[src/design/uart_line_pkg.sv]
// constants shared by the uart fifo and line control block
// assumes a host register port with a small select code instead of a bus
package uart_line_pkg;
  // register select codes; status reads and fifo control writes share one code
  localparam logic [1:0] SEL_STATUS_FIFO = 2'h0;
  localparam logic [1:0] SEL_LINE_FORMAT = 2'h1;
  typedef logic [1:0] reg_sel_t;

  // fifo_control fields
  localparam int FC_ENABLE   = 0;
  localparam int FC_RX_CLEAR = 1;
  localparam int FC_TX_CLEAR = 2;
  localparam int FC_WAKE     = 3;
  localparam int FC_TX_LO    = 4;
  localparam int FC_RX_LO    = 6;

  // interrupt_source_status fields
  localparam int IS_MATCH = 4;
  localparam int IS_FLOW  = 5;
  localparam int IS_GPIO  = 6;
  localparam int IS_FIFO  = 7;

  // line_format fields
  localparam int LF_STOP = 2;
  localparam logic [7:0] LINE_FORMAT_RESET = 8'h00;
  localparam logic [3:0] WORD_BASE         = 4'h5;
  // stop length in half bit times
  localparam logic [2:0] STOP_ONE      = 3'h2;
  localparam logic [2:0] STOP_ONE_HALF = 3'h3;
  localparam logic [2:0] STOP_TWO      = 3'h4;

  // trigger tables
  typedef enum logic [1:0] {TABLE_A, TABLE_B, TABLE_C, TABLE_D} trig_table_t;
  localparam logic [7:0] RX_A0 = 8'h01, RX_A1 = 8'h04, RX_A2 = 8'h08, RX_A3 = 8'h0e;
  localparam logic [7:0] TX_A  = 8'h01;
  localparam logic [7:0] RX_B0 = 8'h08, RX_B1 = 8'h10, RX_B2 = 8'h18, RX_B3 = 8'h1c;
  localparam logic [7:0] TX_B0 = 8'h10, TX_B1 = 8'h08, TX_B2 = 8'h18, TX_B3 = 8'h1e;
  localparam logic [7:0] RX_C0 = 8'h08, RX_C1 = 8'h10, RX_C2 = 8'h38, RX_C3 = 8'h3c;
  localparam logic [7:0] TX_C0 = 8'h08, TX_C1 = 8'h10, TX_C2 = 8'h20, TX_C3 = 8'h38;
  localparam logic [7:0] PROG_RESET = 8'h01;
  localparam logic [1:0] CODE_RESET = 2'h0;
endpackage

[src/design/uart_fifo_line_control.sv]
// fifo control, interrupt status upper bits and line format of a uart channel
// assumes fifo counts, flow pins and gpio/match events arrive synchronous to mclk
`timescale 1ns/1ns
module uart_fifo_line_control #(
  parameter int LEVEL_W = 8
) (
  input  wire logic                     mclk,
  input  wire logic                     rst,
  input  wire logic                     wr_en,
  input  wire uart_line_pkg::reg_sel_t  wr_sel,
  input  wire logic [7:0]               wr_data,
  input  wire logic                     rd_valid,
  output logic                          rd_ready,
  input  wire uart_line_pkg::reg_sel_t  rd_sel,
  output logic                          rsp_valid,
  input  wire logic                     rsp_ready,
  output logic [7:0]                    rsp_data,
  input  wire logic                     enhanced_enable,
  input  wire uart_line_pkg::trig_table_t table_sel,
  input  wire logic                     prog_trig_wr,
  input  wire logic                     prog_trig_tx,
  input  wire logic [7:0]               prog_trig_value,
  input  wire logic                     gpio_pending,
  input  wire logic                     cts_level,
  input  wire logic                     rts_level,
  input  wire logic                     flow_status_clear,
  input  wire logic                     char_match,
  input  wire logic [3:0]               low_status,
  input  wire logic [LEVEL_W-1:0]       rx_count,
  input  wire logic [LEVEL_W-1:0]       tx_count,
  output logic                          fifo_enable,
  output logic                          rx_fifo_clear,
  output logic                          tx_fifo_clear,
  output logic                          wake_int_enable,
  output logic                          rx_irq,
  output logic                          tx_irq,
  output logic [3:0]                    word_bits,
  output logic [2:0]                    stop_half_bits,
  output logic [7:0]                    line_format
);
  import uart_line_pkg::*;

  generate
    if (LEVEL_W < 8) begin : g_width_check
      $error("LEVEL_W must hold trigger levels up to 8 bits");
    end
  endgenerate

  // one of four levels chosen by a two-bit trigger code
  function automatic logic [7:0] pick4(input logic [1:0] code,
                                       input logic [7:0] l0,
                                       input logic [7:0] l1,
                                       input logic [7:0] l2,
                                       input logic [7:0] l3);
    logic [7:0] lvl;
    lvl = l0;
    unique case (code)
      2'h0: lvl = l0;
      2'h1: lvl = l1;
      2'h2: lvl = l2;
      2'h3: lvl = l3;
    endcase
    return lvl;
  endfunction

  function automatic logic [7:0] trig_level(input trig_table_t tbl,
                                            input logic [1:0]  code,
                                            input logic        is_tx,
                                            input logic [7:0]  prog);
    logic [7:0] lvl;
    lvl = prog;
    unique case (tbl)
      TABLE_A: begin
        // table a has a single transmit level whatever the code
        lvl = is_tx ? TX_A : pick4(code, RX_A0, RX_A1, RX_A2, RX_A3);
      end
      TABLE_B: begin
        lvl = is_tx ? pick4(code, TX_B0, TX_B1, TX_B2, TX_B3)
                    : pick4(code, RX_B0, RX_B1, RX_B2, RX_B3);
      end
      TABLE_C: begin
        lvl = is_tx ? pick4(code, TX_C0, TX_C1, TX_C2, TX_C3)
                    : pick4(code, RX_C0, RX_C1, RX_C2, RX_C3);
      end
      TABLE_D: begin
        lvl = prog;
      end
    endcase
    return lvl;
  endfunction

  logic [1:0] rx_code;
  logic [1:0] tx_code;
  logic       wake_bit;
  logic [7:0] rx_prog;
  logic [7:0] tx_prog;
  logic       flow_flag;
  logic       cts_prev;
  logic       rts_prev;
  logic       tx_filled;
  logic [7:0] buf_data [2];
  logic       buf_wr;
  logic       buf_rd;
  logic [1:0] buf_count;

  // decode
  wire fc_write   = wr_en && wr_sel == SEL_STATUS_FIFO;
  wire lf_write   = wr_en && wr_sel == SEL_LINE_FORMAT;
  wire fc_armed   = fc_write && wr_data[FC_ENABLE];
  wire flow_rise  = enhanced_enable && ((cts_level && !cts_prev) || (rts_level && !rts_prev));
  wire [7:0] rx_level = trig_level(table_sel, rx_code, 1'b0, rx_prog);
  wire [7:0] tx_level = trig_level(table_sel, tx_code, 1'b1, tx_prog);
  wire [LEVEL_W-1:0] rx_lvl_w = LEVEL_W'(rx_level);
  wire [LEVEL_W-1:0] tx_lvl_w = LEVEL_W'(tx_level);

  // status is formed from the present state, sampled into the read buffer at the edge that accepts the read
  wire [7:0] isr_now = {fifo_enable,
                        fifo_enable ^ gpio_pending,
                        flow_flag,
                        enhanced_enable && char_match,
                        low_status};
  wire [7:0] read_value = rd_sel == SEL_STATUS_FIFO ? isr_now :
                          rd_sel == SEL_LINE_FORMAT ? line_format : 8'h00;

  assign wake_int_enable = enhanced_enable && wake_bit;
  assign rx_irq = fifo_enable && rx_count >= rx_lvl_w;
  // below trigger after a fill above it, else only at empty
  assign tx_irq = fifo_enable && (tx_filled ? tx_count < tx_lvl_w
                                            : tx_count == '0);
  assign word_bits = WORD_BASE + {2'b00, line_format[1:0]};
  assign stop_half_bits = !line_format[LF_STOP]    ? STOP_ONE :
                          line_format[1:0] == 2'h0 ? STOP_ONE_HALF : STOP_TWO;

  always_ff @(posedge mclk) begin
    if (rst) begin
      fifo_enable <= 1'b0;
      rx_code     <= CODE_RESET;
      tx_code     <= CODE_RESET;
      wake_bit    <= 1'b0;
    end else if (fc_write) begin
      fifo_enable <= wr_data[FC_ENABLE];
      if (wr_data[FC_ENABLE]) begin
        rx_code  <= wr_data[FC_RX_LO +: 2];
        wake_bit <= wr_data[FC_WAKE];
        if (enhanced_enable)
          tx_code <= wr_data[FC_TX_LO +: 2];
      end
    end
  end

  // a one-cycle pulse stands in for the self-clearing reset bits
  always_ff @(posedge mclk) begin
    if (rst) begin
      rx_fifo_clear <= 1'b0;
      tx_fifo_clear <= 1'b0;
    end else begin
      rx_fifo_clear <= fc_armed && wr_data[FC_RX_CLEAR];
      tx_fifo_clear <= fc_armed && wr_data[FC_TX_CLEAR];
    end
  end

  always_ff @(posedge mclk) begin
    if (rst) begin
      rx_prog <= PROG_RESET;
      tx_prog <= PROG_RESET;
    end else if (prog_trig_wr) begin
      if (prog_trig_tx)
        tx_prog <= prog_trig_value;
      else
        rx_prog <= prog_trig_value;
    end
  end

  always_ff @(posedge mclk) begin
    if (rst)
      line_format <= LINE_FORMAT_RESET;
    else if (lf_write)
      line_format <= wr_data;
  end

  // set wins over clear so an edge in the clearing cycle is kept
  always_ff @(posedge mclk) begin
    if (rst) begin
      flow_flag <= 1'b0;
      cts_prev  <= 1'b0;
      rts_prev  <= 1'b0;
    end else begin
      cts_prev  <= cts_level;
      rts_prev  <= rts_level;
      flow_flag <= flow_rise || (flow_flag && !flow_status_clear);
    end
  end

  always_ff @(posedge mclk) begin
    if (rst || tx_fifo_clear)
      tx_filled <= 1'b0;
    else if (tx_count > tx_lvl_w)
      tx_filled <= 1'b1;
    else if (tx_count == '0)
      tx_filled <= 1'b0;
  end

  // two-entry read buffer: a stalled host loses no answer
  assign rd_ready  = buf_count != 2'h2;
  assign rsp_valid = buf_count != 2'h0;
  assign buf_wr    = rd_valid && rd_ready;
  assign buf_rd    = rsp_valid && rsp_ready;
  assign rsp_data  = buf_data[0];

  always_ff @(posedge mclk) begin
    if (rst) begin
      buf_count   <= 2'h0;
      buf_data[0] <= 8'h00;
      buf_data[1] <= 8'h00;
    end else begin
      buf_count <= buf_count + {1'b0, buf_wr} - {1'b0, buf_rd};
      if (buf_rd) begin
        buf_data[0] <= (buf_count == 2'h2) ? buf_data[1] : read_value;
        if (buf_wr)
          buf_data[buf_count == 2'h2 ? 1 : 0] <= read_value;
      end else if (buf_wr) begin
        buf_data[buf_count == 2'h0 ? 0 : 1] <= read_value;
      end
    end
  end
endmodule

[config.mk]
export PLATFORM = sky130hd
export DESIGN_NAME = uart_fifo_line_control
export DESIGN_NICKNAME = d
export VERILOG_FILES = /design/src/design/uart_line_pkg.sv /design/src/design/uart_fifo_line_control.sv
export SDC_FILE = /design/constraint.sdc
export NUM_CORES = 1
export LEC_CHECK = 0
export BUFFER_PORTS_ARGS = -buffer_cell sky130_fd_sc_hd__buf_4
export CORE_UTILIZATION = 52
export CTS_CLUSTER_SIZE = 8
export DETAILED_ROUTE_END_ITERATION = 10
export PLACE_DENSITY = 0.76
export SKIP_CTS_REPAIR_TIMING = 1
export SYNTH_ARGS = -nofsm -noshare
export SYNTH_HDL_FRONTEND = slang
export SYNTH_SLANG_ARGS = --single-unit
[constraint.sdc]
create_clock -name mclk -period 2.8 [get_ports mclk]
set_clock_uncertainty 0.05 [all_clocks]
set_input_delay 0.56 -clock mclk [delete_from_list [all_inputs] [get_ports mclk]]
set_output_delay 0.56 -clock mclk [all_outputs]
set_load 0.02 [all_outputs]
==> impl_metrics.json <==
{
  "outcome": "complete, no violations",
  "synth_edf_count": 16,
  "rows": 27,
  "hp-start": "rx_prog[5]",
  "clkPwrFrac_pct": 22.4,
  "multiInputGateArea_um2": 1668,
  "grt_first_pass_wirelength_mm": 10.08,
  "dp_slack_ns": -0.0007996,
  "nFillCells": 418,
  "place.gp.congestion": 0.8298,
  "drtAntennaViolNets": 0,
  "clk_pin_slew_ns": 0.09,
  "yosysTopAreaCell": "dfxtp_1",
  "powerDensity_nw_per_um2": 488.1,
  "grt_pass1_vias": 2242,
  "clock_latency_ns": 0.30,
  "viasPerCell": 5.320,
  "vdd_drop_max_v": 0.0003401,
  "critPathMaxStageDelay_ns": 0.39,
  "synth_top_cells_by_area": "dfxtp_1 26%, edfxtp_1 16%, ha_1 10%",
  "drtPass1Iterations": 4,
  "vias": 2511,
  "grt-ovfl-total": 0,
  "synth_common_cells": "39 x nand2_1, 38 x dfxtp_1, 29 x a21oi_1",
  "synth_cell_types": 48,
  "hold_path.class": "flip-flop to flip-flop",
  "critPathBufInv": 2,
  "routed_wl_mm": 6.398,
  "ios": 86,
  "nets": 478,
  "cts_made_buffers": 5,
  "grt_max_degree": 43,
  "drv_slew": 0,
  "worst_slew_pin_slew_ns": 0.5555,
  "fmaxAchievable_ghz": 0.3612,
  "critPathRequiredTime_ns": 2.19,
  "p_switching_w": 0.0005704,
  "ff2ff_setup_slack_ns": 0.82,
  "drive_gt1_share_pct": 32.00,
  "grt_usage_pct": 21.08,
  "start_util_pct": 53.82,
  "path_class": "flip-flop to output pin",
  "swShare_pct": 30.39,
  "async_flop_share_pct": 0,
  "grt_antenna_before_repair": 0,
  "layout_setup_ws_ns": 0.03125,
  "path_max_fanout": 4,
  "yosys_warnings": 0,
  "hold_path_depth": 2,
  "power_frac_comb_pct": 28.3,
  "antenna_cells": 0,
  "die_area_um2": 5969,
  "rsz0062_at_grt": "true",
  "path_cells": "buf_6, ha_4, nor2_1, nor3_2, a21oi_2, ha_1, nand4_1, a21o_1, a21o_1, buf_6",
  "drv_cap": 0,
  "cp_slowest_cell": "dfxtp_4",
  "critical-path-top-delay-family": "compound AO/OA/AOI/OAI gates",
  "avgSynthCellArea_um2": 9.233,
  "p_leak_nw": 1.703,
  "route.detailed.drc": 0,
  "p_int_w": 0.001306,
  "synth-main-ff-cell": "dfxtp_1",
  "relSlewSlack_pct": 62.86,
  "chipWidth_um": 77.26,
  "fin_crit_ns": 2.769,
  "ys_seq_elements": 54,
  "synth_nets": 398,
  "crit_arrival_ns": 2.16,
  "syn_inst": 319,
  "cts_root_buf": "clkbuf_8",
  "cts.sinks": 54,
  "cts_tree": "yes",
  "area_delta_synth_final_pct": 30.54,
  "finalSetupViolCount": 0,
  "power_frac_seq_pct": 49.3,
  "netlist_area_um2": 2945,
  "critPathCaptureType": "output pin",
  "hold_end": "rx_prog[5]",
  "synth_most_common_cell": "nand2_1",
  "rr_worst_depth": 9,
  "initialDrtViolationCount": 124,
  "htree_levels": 2,
  "final-seq-area_um2": 1249,
  "dp_cells": 463,
  "hpwl_mm": 4.815,
  "start_kind": "flip-flop",
  "finalHoldViolations": 0,
  "yosysTopAreaCellShare_pct": 25.83,
  "yosysSeqAreaShare_pct": 42.14,
  "reg2reg_from": "tx_code[0]",
  "r2r_end": "tx_filled",
  "finalCritPeriodShare_pct": 98.88,
  "avgRoutedWirePerCell_um": 13.56,
  "final_cell_count_no_fill": 472,
  "portBuffers": 85,
  "die_h_um": 77.26,
  "coreArea_um2": 5473,
  "clock_path_buffers": 2
}
[per-stage QoR]
stage	hold WS, ns	setup TNS, ns	area [um^2]	total power (W)	util (%)
final	0.4086	0	3845	0.001877	70.26
after detailed placement	0.4010	-0.0007996	3617	0.001460	66.10
after global placement	0.3935	0	3617	0.001449	66.10
after floorplan	0.3812	0	2945	0.001267	-
after global routing	0.4096	-0.1254	3845	0.001983	70.26
after CTS	0.4090	-0.1481	3704	0.001872	67.67
[layout by cell type, fill, tap and decap left out, types with 3 or more instances in the layout]
master	synthesis	layout
inv_1	14	13
a21o_1	6	6
edfxtp_1	16	16
mux2i_1	19	19
a21oi_1	29	27
clkbuf_8	0	5
nand2_1	39	38
nor2_2	2	3
nor2b_1	8	7
dfxtp_1	38	36
a22o_1	9	9
buf_4	1	84
o21ai_1	1	3
and2_1	16	15
buf_6	0	4
nor2_1	28	26
ha_1	24	20
nand2b_1	4	3
nand3_1	9	9
nand3b_1	3	3
[worst reg2reg max path, cell delays in order (launching register included)]
cell and delay [ns]:
dfxtp_4 0.39, buf_6 0.10, ha_4 0.13, nor2_1 0.05, nor3_2 0.20, a21oi_2 0.07, ha_1 0.28, nand4_1 0.13
a21o_1 0.21, a2111oi_2 0.28
[cell families after synthesis]
group / Yosys count / share of synthesized area (%)
adder cells (fa/ha/maj): 24 / 10.20
XOR/XNOR: 3 / 0.8923
buffers and inverters: 31 / 4.588
AND/OR/NAND/NOR: 123 / 20.99
multiplexers: 20 / 6.839
AO/OA/AOI/OAI: 64 / 14.36
flip-flops: 54 / 42.14
[sequential cells by signal (all words and copies together), names as in the netlist]
| signal | count |
|---|---|
| line_format | 8 |
| tx_prog | 8 |
| tx_fifo_clear | 1 |
| buf_data | 16 |
| rx_code | 2 |
| rx_prog | 8 |
| wake_bit | 1 |
| cts_prev | 1 |
| rx_fifo_clear | 1 |
| buf_count | 2 |
| flow_flag | 1 |
| tx_code | 2 |
| tx_filled | 1 |
| fifo_enable | 1 |
| rts_prev | 1 |
[routing by layer]
layer / vias up / share of wire [%] / global-route usage [%]
met5: - / 0 / 0
met4: 0 / 1.1 / 6.038
met3: 7 / 4.3 / 5.119
met2: 71 / 48 / 33.10
met1: 1159 / 47 / 28.67
li1: 1274 / - / -
[worst max-delay path by stage]
stage                            start  cells past startpoint  slack, ns      to
after floorplan           table_sel[0]                      9       0.13  rx_irq
after global placement    table_sel[0]                     10       0.06  rx_irq
after detailed placement  table_sel[0]                     10    -0.0008  rx_irq
after CTS                   tx_code[0]                      9      -0.14  tx_irq
after global routing        tx_code[0]                      9      -0.10  tx_irq
final                       tx_code[0]                     10       0.03  tx_irq
[power by group through the flow]
stage / sequential, W / clock [W] / combinational (W)
floorplan: 0.000978 / 0 / 0.000289
global placement: 0.000943 / 0 / 0.000506
detailed placement: 0.000945 / 0 / 0.000515
CTS: 0.000927 / 0.000427 / 0.000518
global route: 0.000933 / 0.000461 / 0.000588
finish: 0.000925 / 0.000421 / 0.000531
[layout make-up]
cell class	instances	area share, %
multi-input combinational	234	43.38
sequential	54	32.48
clock inverter	2	0.3580
tap	72	2.343
inverter	15	1.464
clock buffer	6	1.887
timing repair buffer	89	18.09
Power figures use the tool's default switching activity.
